[src/common/prc_defines.svh]
`ifndef PRC_DEFINES_SVH
`define PRC_DEFINES_SVH

// register byte offsets
`define PRC_OFF_PLL_CFG  12'h000
`define PRC_OFF_STATUS   12'h004
`define PRC_OFF_OSC_MHZ  12'h008
`define PRC_OFF_PORT_SEL 12'h00c
`define PRC_OFF_CLKBLK0  12'h010
`define PRC_OFF_CLKBLK1  12'h014
`define PRC_OFF_TIMER0   12'h018
`define PRC_OFF_TIMER1   12'h01c

// pll configuration field positions
`define PRC_F_LSB   0
`define PRC_F_MSB   11
`define PRC_R_LSB   12
`define PRC_R_MSB   17
`define PRC_OD_LSB  20
`define PRC_OD_MSB  22

// clock block field positions
`define PRC_CB_SRC_EXT 0
`define PRC_CB_PIN_EN  1
`define PRC_CB_DIV_LSB 8
`define PRC_CB_DIV_MSB 15

// strap defaults: multiplier, reference divider, output divider
`define PRC_F_00  12'h07a
`define PRC_F_11  12'h077
`define PRC_F_10  12'h031
`define PRC_F_01  12'h017
`define PRC_R_DEF 6'h00
`define PRC_OD_00 3'h1
`define PRC_OD_XX 3'h2

// reset values
`define PRC_OSC_RST      8'h19
`define PRC_PORT_SEL_RST 4'h0
`define PRC_CB_RST       16'h0000

// timing
`define PRC_CLK_MHZ      200
`define PRC_REF_MHZ      100
`define PRC_STRAP_EDGE   2'h2
`define PRC_SETTLE_NS    500
`define PRC_SETTLE_CYC   ((`PRC_SETTLE_NS * `PRC_CLK_MHZ + 999) / 1000)
`define PRC_BOOT_US      15
`define PRC_BOOT_CYC     (`PRC_BOOT_US * `PRC_CLK_MHZ)
`define PRC_IF_MIN_MHZ   260
`define PRC_IF_MAX_MHZ   1300

`endif

[src/common/prc_pkg.sv]
package prc_pkg;

  // pll control states, one-hot
  typedef enum logic [2:0] {
    PRC_ST_STRAP  = 3'b001,
    PRC_ST_SETTLE = 3'b010,
    PRC_ST_RUN    = 3'b100
  } prc_state_t;

endpackage

[src/design/prc_ratio_ce.sv]
`timescale 1ns/1ps
`default_nettype none

// fractional enable generator: pulse rate = inc / modulus per clock
module prc_ratio_ce (
  input  wire logic        pclk,     // system clock
  input  wire logic        presetn,  // async reset, active low
  input  wire logic        enable,   // run gate
  input  wire logic [23:0] inc,      // step per clock
  input  wire logic [23:0] modulus,  // wrap value
  output logic             tick      // one-cycle enable
);

  logic [24:0] acc;
  logic [24:0] next_acc;
  logic        next_tick;
  logic [24:0] sum;

  // accumulate and wrap; a step at or above the modulus pulses every cycle
  always_comb begin
    sum       = acc + {1'b0, inc};
    next_acc  = acc;
    next_tick = 1'b0;
    if (!enable) begin
      next_acc = '0;
    end else if (inc >= modulus) begin
      next_acc  = '0;
      next_tick = 1'b1;
    end else if (sum >= {1'b0, modulus}) begin
      next_acc  = sum - {1'b0, modulus};
      next_tick = 1'b1;
    end else begin
      next_acc = sum;
    end
  end

  always_ff @(posedge pclk or negedge presetn) begin
    if (!presetn) begin
      acc  <= '0;
      tick <= 1'b0;
    end else begin
      acc  <= next_acc;
      tick <= next_tick;
    end
  end

endmodule

`default_nettype wire

[src/design/prc_clock_control.sv]
`timescale 1ns/1ps
`default_nettype none
`include "prc_defines.svh"

module prc_clock_control
  import prc_pkg::*;
(
  input  wire logic        pclk,                // 200 MHz system clock
  input  wire logic        presetn,             // async reset, active low
  input  wire logic        psel,                // apb select
  input  wire logic        penable,             // apb access phase
  input  wire logic        pwrite,              // apb direction
  input  wire logic [11:0] paddr,               // apb byte address
  input  wire logic [31:0] pwdata,              // apb write data
  output logic      [31:0] prdata,              // apb read data
  output logic             pready,              // apb ready
  output logic             pslverr,             // apb error
  input  wire logic        ratio_select_bit_low,  // strap pin
  input  wire logic        ratio_select_bit_high, // strap pin
  input  wire logic [1:0]  ext_clk_pin,         // external clock inputs
  output logic             pll_tick,            // pll rate enable
  output logic             switch_tick,         // switch clock enable
  output logic             tile_tick,           // tile clock enable
  output logic             ref_tick,            // reference clock enable
  output logic [3:0]       port_clk_tick,       // per-port clock enable
  output logic [1:0]       clkblk_pin_out,      // clock block pin level
  output logic [1:0]       clkblk_pin_oe,       // clock block pin enable
  output logic             pll_locked,          // clocks running
  output logic             boot_done            // boot may start
);
  // strap decode to {od, r, f}
  function automatic logic [20:0] strap_cfg(input logic [1:0] s);
    case (s)
      2'b00:   strap_cfg = {`PRC_OD_00, `PRC_R_DEF, `PRC_F_00};
      2'b11:   strap_cfg = {`PRC_OD_XX, `PRC_R_DEF, `PRC_F_11};
      2'b10:   strap_cfg = {`PRC_OD_XX, `PRC_R_DEF, `PRC_F_10};
      default: strap_cfg = {`PRC_OD_XX, `PRC_R_DEF, `PRC_F_01};
    endcase
  endfunction
  prc_state_t  state, next_state;
  logic [1:0]  edge_cnt, next_edge_cnt;
  logic [11:0] wait_cnt, next_wait_cnt;
  logic [11:0] boot_cnt, next_boot_cnt;
  logic        next_boot_done;
  logic [1:0]  strap, next_strap;
  logic [11:0] mul_f, next_mul_f;
  logic [5:0]  ref_r, next_ref_r;
  logic [2:0]  output_divider, next_output_divider;
  logic [7:0]  osc_mhz, next_osc_mhz;
  logic [3:0]  port_sel, next_port_sel;
  logic [15:0] cb_cfg [2];
  logic [15:0] next_cb_cfg [2];
  logic [31:0] timer [2];
  logic [31:0] next_prdata;
  logic        next_pslverr;
  logic        wr_en, rd_setup, cfg_wr, range_err;
  logic [23:0] step, if_mod, tile_mod, lo_lim, hi_lim;
  logic [1:0]  cb_tick;

  assign pready   = 1'b1; // zero wait states
  assign wr_en    = psel & penable & pwrite;
  assign rd_setup = psel & ~penable;
  assign cfg_wr   = wr_en & (paddr == `PRC_OFF_PLL_CFG);
  assign pll_locked = (state == PRC_ST_RUN);

  // strap capture, settle and boot sequencing
  always_comb begin
    next_state    = state;
    next_edge_cnt = edge_cnt;
    next_wait_cnt = wait_cnt;
    next_boot_cnt = boot_cnt;
    next_boot_done = boot_done;
    next_strap    = strap;
    case (state)
      PRC_ST_STRAP: begin
        next_edge_cnt = edge_cnt + 2'h1;
        if (edge_cnt == `PRC_STRAP_EDGE) begin
          next_strap    = {ratio_select_bit_high, ratio_select_bit_low};
          next_state    = PRC_ST_SETTLE;
          next_wait_cnt = '0;
        end
      end
      PRC_ST_SETTLE: begin
        next_wait_cnt = wait_cnt + 12'h1;
        if (wait_cnt == 12'(`PRC_SETTLE_CYC - 1)) begin
          next_state = PRC_ST_RUN;
        end
      end
      PRC_ST_RUN: begin
        if (!boot_done) begin
          next_boot_cnt = boot_cnt + 12'h1;
          if (boot_cnt == 12'(`PRC_BOOT_CYC - 1)) begin
            next_boot_done = 1'b1;
          end
        end
      end
      default: next_state = PRC_ST_STRAP;
    endcase
    if (cfg_wr && state != PRC_ST_STRAP) begin
      next_state    = PRC_ST_SETTLE;
      next_wait_cnt = '0;
    end
  end
  always_ff @(posedge pclk or negedge presetn) begin
    if (!presetn) begin
      state     <= PRC_ST_STRAP;
      edge_cnt  <= '0;
      wait_cnt  <= '0;
      boot_cnt  <= '0;
      boot_done <= 1'b0;
      strap     <= '0;
    end else begin
      state     <= next_state;
      edge_cnt  <= next_edge_cnt;
      wait_cnt  <= next_wait_cnt;
      boot_cnt  <= next_boot_cnt;
      boot_done <= next_boot_done;
      strap     <= next_strap;
    end
  end
  // software registers; strap defaults load at capture
  always_comb begin
    next_mul_f          = mul_f;
    next_ref_r          = ref_r;
    next_output_divider = output_divider;
    next_osc_mhz        = osc_mhz;
    next_port_sel       = port_sel;
    next_cb_cfg         = cb_cfg;
    if (state == PRC_ST_STRAP && edge_cnt == `PRC_STRAP_EDGE) begin
      {next_output_divider, next_ref_r, next_mul_f} =
        strap_cfg({ratio_select_bit_high, ratio_select_bit_low});
    end
    if (cfg_wr) begin
      next_mul_f          = pwdata[`PRC_F_MSB:`PRC_F_LSB];
      next_ref_r          = pwdata[`PRC_R_MSB:`PRC_R_LSB];
      next_output_divider = pwdata[`PRC_OD_MSB:`PRC_OD_LSB];
    end
    if (wr_en) begin
      case (paddr)
        `PRC_OFF_OSC_MHZ:  next_osc_mhz   = pwdata[7:0];
        `PRC_OFF_PORT_SEL: next_port_sel  = pwdata[3:0];
        `PRC_OFF_CLKBLK0:  next_cb_cfg[0] = pwdata[15:0];
        `PRC_OFF_CLKBLK1:  next_cb_cfg[1] = pwdata[15:0];
        default: ;
      endcase
    end
  end
  always_ff @(posedge pclk or negedge presetn) begin
    if (!presetn) begin
      mul_f          <= `PRC_F_00;
      ref_r          <= `PRC_R_DEF;
      output_divider <= `PRC_OD_00;
      osc_mhz        <= `PRC_OSC_RST;
      port_sel       <= `PRC_PORT_SEL_RST;
      cb_cfg[0]      <= `PRC_CB_RST;
      cb_cfg[1]      <= `PRC_CB_RST;
    end else begin
      mul_f          <= next_mul_f;
      ref_r          <= next_ref_r;
      output_divider <= next_output_divider;
      osc_mhz        <= next_osc_mhz;
      port_sel       <= next_port_sel;
      cb_cfg         <= next_cb_cfg;
    end
  end
  // ratio arithmetic and intermediate-frequency window flag
  always_comb begin
    step     = 24'(osc_mhz) * (24'(mul_f) + 24'h1); // full-width product
    if_mod   = 24'(2 * (ref_r + 7'h1) * `PRC_CLK_MHZ);
    tile_mod = 24'(2 * (ref_r + 7'h1) * (output_divider + 4'h1) * `PRC_CLK_MHZ);
    lo_lim   = 24'(2 * `PRC_IF_MIN_MHZ * (ref_r + 7'h1));
    hi_lim   = 24'(2 * `PRC_IF_MAX_MHZ * (ref_r + 7'h1));
    range_err = (step < lo_lim) | (step > hi_lim);
  end
  // pll, tile and reference enables, all gated until settled
  prc_ratio_ce u_pll_ce (.pclk(pclk), .presetn(presetn), .enable(pll_locked),
                         .inc(step), .modulus(if_mod), .tick(pll_tick));
  prc_ratio_ce u_tile_ce (.pclk(pclk), .presetn(presetn), .enable(pll_locked),
                          .inc(step), .modulus(tile_mod), .tick(tile_tick));
  prc_ratio_ce u_ref_ce (.pclk(pclk), .presetn(presetn), .enable(pll_locked),
                         .inc(24'(`PRC_REF_MHZ)), .modulus(24'(`PRC_CLK_MHZ)),
                         .tick(ref_tick));
  assign switch_tick = tile_tick;
  // timers and clock blocks
  genvar gi;
  generate
    for (gi = 0; gi < 2; gi++) begin : g_blk
      logic [31:0] next_timer;
      logic [7:0]  div_cnt, next_div_cnt;
      logic        ext_prev, pin_lvl, next_pin_lvl, next_cb_tick;
      always_comb begin
        next_timer   = ref_tick ? timer[gi] + 32'h1 : timer[gi];
        next_div_cnt = div_cnt;
        next_cb_tick = 1'b0;
        if (cb_cfg[gi][`PRC_CB_SRC_EXT]) begin
          next_cb_tick = ext_clk_pin[gi] & ~ext_prev;
        end else if (ref_tick) begin
          if (div_cnt >= cb_cfg[gi][`PRC_CB_DIV_MSB:`PRC_CB_DIV_LSB]) begin
            next_div_cnt = '0;
            next_cb_tick = 1'b1;
          end else begin
            next_div_cnt = div_cnt + 8'h1;
          end
        end
        next_pin_lvl = pin_lvl ^ next_cb_tick;
      end
      always_ff @(posedge pclk or negedge presetn) begin
        if (!presetn) begin
          timer[gi]   <= '0;
          div_cnt     <= '0;
          ext_prev    <= 1'b0;
          pin_lvl     <= 1'b0;
          cb_tick[gi] <= 1'b0;
        end else begin
          timer[gi]   <= next_timer;
          div_cnt     <= next_div_cnt;
          ext_prev    <= ext_clk_pin[gi];
          pin_lvl     <= next_pin_lvl;
          cb_tick[gi] <= next_cb_tick;
        end
      end
      assign clkblk_pin_out[gi] = pin_lvl;
      assign clkblk_pin_oe[gi]  = cb_cfg[gi][`PRC_CB_PIN_EN];
    end
    for (gi = 0; gi < 4; gi++) begin : g_port
      assign port_clk_tick[gi] = cb_tick[port_sel[gi]];
    end
  endgenerate
  // apb read data captured in the setup phase
  always_comb begin
    next_prdata  = prdata;
    next_pslverr = 1'b0;
    if (rd_setup) begin
      case (paddr)
        `PRC_OFF_PLL_CFG:  next_prdata = {9'h0, output_divider, 2'h0, ref_r, mul_f};
        `PRC_OFF_STATUS:   next_prdata = {26'h0, strap, 1'b0, boot_done, range_err, pll_locked};
        `PRC_OFF_OSC_MHZ:  next_prdata = {24'h0, osc_mhz};
        `PRC_OFF_PORT_SEL: next_prdata = {28'h0, port_sel};
        `PRC_OFF_CLKBLK0:  next_prdata = {16'h0, cb_cfg[0]};
        `PRC_OFF_CLKBLK1:  next_prdata = {16'h0, cb_cfg[1]};
        `PRC_OFF_TIMER0:   next_prdata = timer[0];
        `PRC_OFF_TIMER1:   next_prdata = timer[1];
        default: begin
          next_prdata  = '0;
          next_pslverr = 1'b1;
        end
      endcase
    end else if (psel) begin
      next_pslverr = pslverr;
    end
  end
  always_ff @(posedge pclk or negedge presetn) begin
    if (!presetn) begin
      prdata  <= '0;
      pslverr <= 1'b0;
    end else begin
      prdata  <= next_prdata;
      pslverr <= next_pslverr;
    end
  end
endmodule

`default_nettype wire

[config.mk]
export PLATFORM = sky130hd
export DESIGN_NAME = prc_clock_control
export DESIGN_NICKNAME = d
export VERILOG_FILES = /design/src/common/prc_pkg.sv /design/src/design/prc_ratio_ce.sv /design/src/design/prc_clock_control.sv
export VERILOG_INCLUDE_DIRS = /design/src /design/src/common
export SDC_FILE = /design/constraint.sdc
export NUM_CORES = 1
export LEC_CHECK = 0
export BUFFER_PORTS_ARGS = -buffer_cell sky130_fd_sc_hd__buf_2
export CORE_ASPECT_RATIO = 2
export CORE_UTILIZATION = 42
export DETAILED_ROUTE_END_ITERATION = 7
export PLACE_DENSITY = 0.64
export SLEW_MARGIN = 20
export SYNTH_ARGS = -nofsm -noshare
export SYNTH_HDL_FRONTEND = slang
export SYNTH_HIERARCHICAL = 1
export SYNTH_SLANG_ARGS = --single-unit
[constraint.sdc]
create_clock -name pclk -period 8.8 [get_ports pclk]
set_clock_uncertainty 0.1 [all_clocks]
set_input_delay 1.76 -clock pclk [delete_from_list [all_inputs] [get_ports pclk]]
set_output_delay 1.76 -clock pclk [all_outputs]
set_load 0.01 [all_outputs]
==> key figures, run 1 <==
Setup path
  • R2r setup slk: 0.18 ns
  • CP endpoint: u_tile_ce/acc[18]
  • Crit Path Max Fanout: 7
  • Worst reg-to-reg path cell count: 38
  • Crit Path Class: register to register
  • CP dominant cell by count: fa_1
  • Critical path origin: mul_f[1]
  • Crit path required time: 9.18 ns
  • CP max-delay cell: dfstp_2
  • Worst r2r src: mul_f[1]
  • Startpoint types: register
  • Critical Path AT: 9.00 ns
  • Capture point of the worst reg-to-reg path: u_tile_ce/acc[18]
  • Endpoint type of the worst setup path: register
  • Critical Path Max Stage Delay: 0.57 ns

Synth
  • Yosys cell types: 103
  • Post-synthesis register bit count: 294
  • Syn avg cell area: 8.90 µm²
  • Most common flop cell mapped by yosys: dfrtp_1
  • Simple-Gate Fraction of Synth Area: 0.172
  • Synth Area in Adders: 0.239
  • Post-synth ARST share: 1.00
  • Synth Area in Compound Gates: 0.195
  • Post-synth EDFFs: 0
  • Synth Cell Area: 0.0303 mm²
  • Mux cell area share after synthesis: 0.0258
  • Synthesis warning total: 6
  • Sequential element share of the synthesized area: 0.243
  • Largest family of logic cells by synthesized area: adder cells
  • Synth Area in XOR/XNOR: 0.0745
  • Gate count after technology mapping: 3410

Layout
  • Non-filler cells, final: 4873
  • Share of cells above drive strength 1: 0.223
  • Commonest non-fill, non-tap cell in the layout: ha_1
  • P&R area growth vs syn: 25.1%
  • Most frequent cells in the layout: ha_1, buf_4, dfrtp_1
  • Post-Layout Inst Area: 0.0379 mm²
  • Fill count: 6587
  • Seq. cell area: 0.00737 mm²
  • Nets: 4506
  • Area of the multi-input gates: 0.0236 mm²

Floorplanning
  • Full die area: 0.0734 mm²
  • FP Rows: 139
  • # IOs: 101
  • Die Y: 382 µm
  • Core ar.: 0.0717 mm²
  • Die Wd: 192 µm
  • Initial Util: 0.423

STA
  • Fin crit share: 0.980
  • Fmax: 116 MHz
  • Worst Tran Pin Value: 1.19 ns
  • Final setup violating endpoints: 0
  • Final Max Tran Viols: 0
  • RSZ-0062 raised after global routing: yes
  • Headroom to the max-slew limit: 0.195
  • Final hold viol count: 0
  • Tmin final: 8.62 ns

CTS
  • Clk slew on worst S/H paths: 0.07 ns
  • TritonCTS clock tree: yes
  • Root Buffer: clkbuf_16
  • # clock sinks: 294
  • Cts bufs inserted: 30
  • Bufs on Longest Clock Path: 3
  • Htree depth: 1
  • Worst-Skew Late Latency: 0.64 ns

Route
  • DR pass1 iterations: 7
  • Initial DRC count: 1167
  • Via/cell ratio: 5.68
  • Final WL: 98600 µm
  • Vias post-DR: 27700
  • Avg WL per Cell: 20.2 µm
  • Post-route DRC: 0
  • Remaining antenna violation count: 0

Global route
  • Largest net degree at the start of global routing: 163
  • Vias in the first global route: 28500
  • Antenna violations before repair: 8
  • First-pass GRT wire length: 149000 µm
  • GR Overflow Total: 0
  • GRT Total Usage: 0.262

Placement
  • DP HPWL: 78200 µm
  • PortBufs: 88
  • Area after DPL: 0.0346 mm²
  • Placed cells: 4758
  • Gpl congestion: 0.965

Run status
  • Status: complete, no violations

Pwr
  • Power per Cell Area: 111 mW/mm²
  • PnR Total Power: 4210 µW
  • Leakage: 0.0192 µW
  • Worst vdd ir: 0.174 mV

Job
  • Max-Cap Viols: 0

Hold path
  • Hold WC Path Type: register to register
routing by layer:
layer / vias to the layer above / GRT usage / wire length (µm)
met5: - / 0 / 73
met4: 12 / 0.218 / 9120
met3: 375 / 0.0380 / 3650
met2: 627 / 0.505 / 53700
met1: 13500 / 0.233 / 32000
li1: 13200 / - / -
power breakdown:
part / internal, µW / switching, µW / total, µW / leakage [µW]
registers: 1400 / 43.5 / 1440 / 0.00399
logic: 557 / 773 / 1330 / 0.0147
clock network: 791 / 645 / 1440 / 0.000518
sequential cells by signal (all words and copies together), names as in the netlist, 4 cells and up:
| signal | cells |
|---|---|
| u_pll_ce/acc | 25 |
| wait_cnt | 12 |
| port_sel | 4 |
| g_blk.div_cnt | 16 |
| cb_cfg | 30 |
| ref_r | 6 |
| u_tile_ce/acc | 25 |
| boot_cnt | 12 |
| prdata | 32 |
| mul_f | 12 |
| osc_mhz | 8 |
| timer | 64 |
| u_ref_ce/acc | 25 |
worst max-delay path: cells and delay by family (launching register included):
kind / cells / cell delay, ns
AO/OA/AOI/OAI: 8 / 2.00
XOR/XNOR: 3 / 0.46
adder cells (fa/ha/maj): 7 / 2.82
buffers and inverters: 8 / 0.93
flip-flops: 1 / 0.57
multiplexers: 1 / 0.21
AND/OR/NAND/NOR: 11 / 1.39
metrics by stage:
stage | worst slack, ns | hold WS [ns] | TNS [ns] | util
after CTS | 0.00151 | 0.367 | 0 | 0.503
after detailed placement | -0.539 | 0.354 | -17.42 | 0.483
after floorplan | 0.376 | 0.334 | 0 | -
final | 0.179 | 0.363 | 0 | 0.530
after global routing | -0.174 | 0.382 | -4.51 | 0.530
after global placement | -0.455 | 0.351 | -14.29 | 0.483
repair_timing:
action                                  4_1_cts  5_1_grt
cloned                                        0        5
hold buffers                                  0        0
endpoints found under the setup margin       52       52
resized for setup                            58      264
setup buffers                                10       43
pin swaps                                    27      168
worst min path at each step:
| stage | cells past startpoint | slack [ns] | endpoint | from |
|---|---|---|---|---|
| 2_1_floorplan | 1 | 0.33 | cb_tick[0] | g_blk[0].ext_prev |
| 3_3_place_gp | 1 | 0.35 | boot_cnt[9] | boot_cnt[9] |
| 3_5_place_dp | 1 | 0.35 | g_blk[1].pin_lvl | g_blk[1].pin_lvl |
| 4_1_cts | 1 | 0.37 | g_blk[1].pin_lvl | g_blk[1].pin_lvl |
| 5_1_grt | 1 | 0.38 | g_blk[0].pin_lvl | g_blk[0].pin_lvl |
| 6_report | 1 | 0.36 | g_blk[0].pin_lvl | g_blk[0].pin_lvl |
cell families (layout without fill, tap and decap cells):
kind of cell | count (synthesis) | count (layout)
AO/OA/AOI/OAI | 885 | 885
XOR/XNOR | 258 | 258
adder cells (fa/ha/maj) | 524 | 524
buffers and inverters | 367 | 803
flip-flops | 294 | 294
multiplexers | 71 | 71
other | 2 | 113
AND/OR/NAND/NOR | 1009 | 1009
Yosys cell counts (all sizes together), types with 50 or more instances:
master  number  area (µm²)
xnor2      166        1450
a21o       111         835
nand2      248         936
dfrtp      284        7110
ha         431        5390
inv        258         968
nand3      129         646
fa          93        1860
xor2        92         806
nand4       87         544
nor2       187         704
o21ai      166         835
nor2b       79         509
a21oi      250        1260
and2        53         332
clkbuf      62         233
nand2b      50         313
area by class of cell:
| cell class | instances | area share |
|---|---|---|
| antenna | 4 | 0.000264 |
| inverter | 258 | 0.0255 |
| clock buffer | 35 | 0.0213 |
| tap | 916 | 0.0302 |
| sequential | 294 | 0.194 |
| timing repair buffer | 489 | 0.101 |
| clock inverter | 21 | 0.00699 |
| multi-input combinational | 2856 | 0.621 |
Power figures use the tool's default switching activity.
==> inputs of run 2 (changes only) <==
Settings changed: CORE_MARGIN from default to 3.
==> run 2 against run 1 <==
Against the previous run: die area up 3.2%; flip-flop and latch count unchanged; register-to-register slack about the same; first-iteration DRC count up 0.69%; routed wire length up 0.71%; via count down 0.19%; power down 1.6%; highest routed layer unchanged.
==> key figures, run 2 (synthesized netlist as in run 1, its figures left out) <==
Hold path
  • Hold WC Path Type: register to register (unchanged)

Global route
  • Antenna violations before repair: 6 (was 8)
  • Vias in the first global route: 28800 (was 28500)
  • First-pass GRT wire length: 151000 µm (was 149000 µm)
  • GRT Total Usage: 0.252 (was 0.262)
  • Largest net degree at the start of global routing: 101 (was 163)
  • GR Overflow Total: 0 (unchanged)

Pwr
  • Leakage: 0.0191 µW (was 0.0192 µW)
  • Power per Cell Area: 111 mW/mm² (about the same)
  • Worst vdd ir: 0.149 mV (was 0.174 mV)

Floorplanning
  • Die Wd: 196 µm (was 192 µm)
  • Initial Util: 0.426 (was 0.423)
  • # IOs: 101 (unchanged)
  • FP Rows: 138 (was 139)
  • Core ar.: 0.0711 mm² (was 0.0717 mm²)
  • Full die area: 0.0757 mm² (was 0.0734 mm²)
  • Die Y: 386 µm (was 382 µm)

Setup path
  • CP dominant cell by count: fa_1 (unchanged)
  • Crit Path Class: register to register (unchanged)
  • Startpoint types: register (unchanged)
  • Critical Path AT: 9.03 ns (was 9.00 ns)
  • Endpoint type of the worst setup path: register (unchanged)
  • Critical Path Max Stage Delay: 0.57 ns (about the same)
  • Crit Path Max Fanout: 7 (unchanged)
  • Crit path required time: 9.19 ns (was 9.18 ns)
  • CP max-delay cell: fa_1 (was dfstp_2)

Job
  • Max-Cap Viols: 0 (unchanged)

CTS
  • Root Buffer: clkbuf_16 (unchanged)
  • Htree depth: 1 (unchanged)
  • # clock sinks: 294 (unchanged)
  • TritonCTS clock tree: yes (unchanged)
  • Cts bufs inserted: 30 (unchanged)
  • Worst-Skew Late Latency: 0.64 ns (about the same)
  • Clk slew on worst S/H paths: 0.07 ns (about the same)
  • Bufs on Longest Clock Path: 3 (unchanged)

Layout
  • Largest reg by FF count: timer (unchanged)
  • Most frequent cells in the layout: ha_1, buf_4, dfrtp_1 (unchanged)
  • Nets: 4487 (was 4506)
  • Share of cells above drive strength 1: 0.209 (was 0.223)
  • Biggest regs: timer x64, prdata x32, cb_cfg x30 (unchanged)
  • Fill count: 6600 (was 6587)
  • Final Core Density: 0.525 (was 0.530)
  • Commonest non-fill, non-tap cell in the layout: ha_1 (unchanged)
  • P&R area growth vs syn: 23.1% (was 25.1%)
  • Largest register FFs: 64 (unchanged)
  • Non-filler cells, final: 4844 (was 4873)

STA
  • Worst Tran Pin Value: 1.05 ns (was 1.19 ns)
  • Final WS setup: 0.168 ns (was 0.179 ns)
  • Final setup violating endpoints: 0 (unchanged)
  • Tmin final: 8.63 ns (was 8.62 ns)
  • Fmax: 116 MHz (about the same)
  • Final hold viol count: 0 (unchanged)
  • Setup TNS: 0 ns (unchanged)
  • Headroom to the max-slew limit: 0.294 (was 0.195)
  • Fin crit share: 0.981 (was 0.980)
  • Final Max Tran Viols: 0 (unchanged)

Route
  • Final WL: 99200 µm (was 98600 µm)
  • Post-route DRC: 0 (unchanged)
  • DR pass1 iterations: 5 (was 7)
  • Avg WL per Cell: 20.5 µm (was 20.2 µm)
  • Initial DRC count: 1175 (was 1167)
  • Via/cell ratio: 5.71 (was 5.68)
  • Remaining antenna violation count: 0 (unchanged)
  • Vias post-DR: 27600 (was 27700)

Placement
  • Pre-CTS setup slack: -0.499 ns (was -0.539 ns)
  • Placed cells: 4736 (was 4758)
  • Gpl congestion: 0.977 (was 0.965)
  • DP HPWL: 79400 µm (was 78200 µm)
  • PortBufs: 88 (unchanged)

Run status
  • Status: complete, no violations (unchanged)
## run 2: changes by cell type in the layout (fill, tap and decap cells not counted), sizes merged
| cell | before | now |
|---|---|---|
| buf | 484 | 465 |
| bufinv | 4 | 5 |
| clkbuf | 39 | 43 |
| clkinvlp | 4 | 1 |
| diode | 4 | 2 |
| inv | 264 | 260 |
## run 2: critical path: cells and delay by family, from the launching register on
family,cells,cell delay (ns)
buffers and inverters,8,1.04
AND/OR/NAND/NOR,11,1.31
adder cells (fa/ha/maj),7,2.91
flip-flops,1,0.56
XOR/XNOR,3,0.65
AO/OA/AOI/OAI,8,1.89
## run 2: stage by stage
stage,area (µm²),power (µW),hold slack (ns)
4_1_cts,35700,4050,0.366
2_1_floorplan,30700,2150,0.334
6_report,37400,4140,0.357
3_3_place_gp,34400,2570,0.351
5_1_grt,37400,4340,0.391
3_5_place_dp,34400,2580,0.354
## run 2: final timing paths
check | start | slack [ns] | cells past startpoint | endpoint
setup / recovery | mul_f[3] | 0.17 | 37 | u_tile_ce/acc[16]
hold / removal | g_blk[1].pin_lvl | 0.36 | 1 | g_blk[1].pin_lvl
setup reg to reg | mul_f[3] | 0.17 | 37 | u_tile_ce/acc[16]
hold reg to reg | g_blk[1].pin_lvl | 0.36 | 1 | g_blk[1].pin_lvl
max in group asynchronous | presetn | 6.11 | 2 | timer[30]
min in group asynchronous | presetn | 1.06 | 1 | u_tile_ce/acc[2]
## run 2: area by class of cell
cell class,count,area (µm²),area share
antenna,2,5.00,0.000134
clock buffer,39,845,0.0226
clock inverter,15,250,0.00670
inverter,258,971,0.0260
multi-input combinational,2856,23200,0.621
sequential,294,7370,0.197
tap,910,1140,0.0305
timing repair buffer,470,3580,0.0960
## run 2: what timing repair did
action,in CTS,in global routing
endpoints found under the setup margin,52,52
cloned,0,5
buffers inserted,9,40
pin swaps,17,141
hold buffers,0,0
gates resized for setup,29,222
## run 2: routing by layer
layer	global-route usage	wire length [µm]
met4	0.187	9230
met3	0.0367	4330
met2	0.503	54100
met5	0	53
met1	0.222	31600
## run 2: power breakdown
group / internal (µW) / switching (µW) / leakage [µW]
sequential: 1400 / 48.7 / 0.00399
combinational: 509 / 740 / 0.0145
clock: 829 / 611 / 0.000532
total: 2740 / 1400 / 0.0191
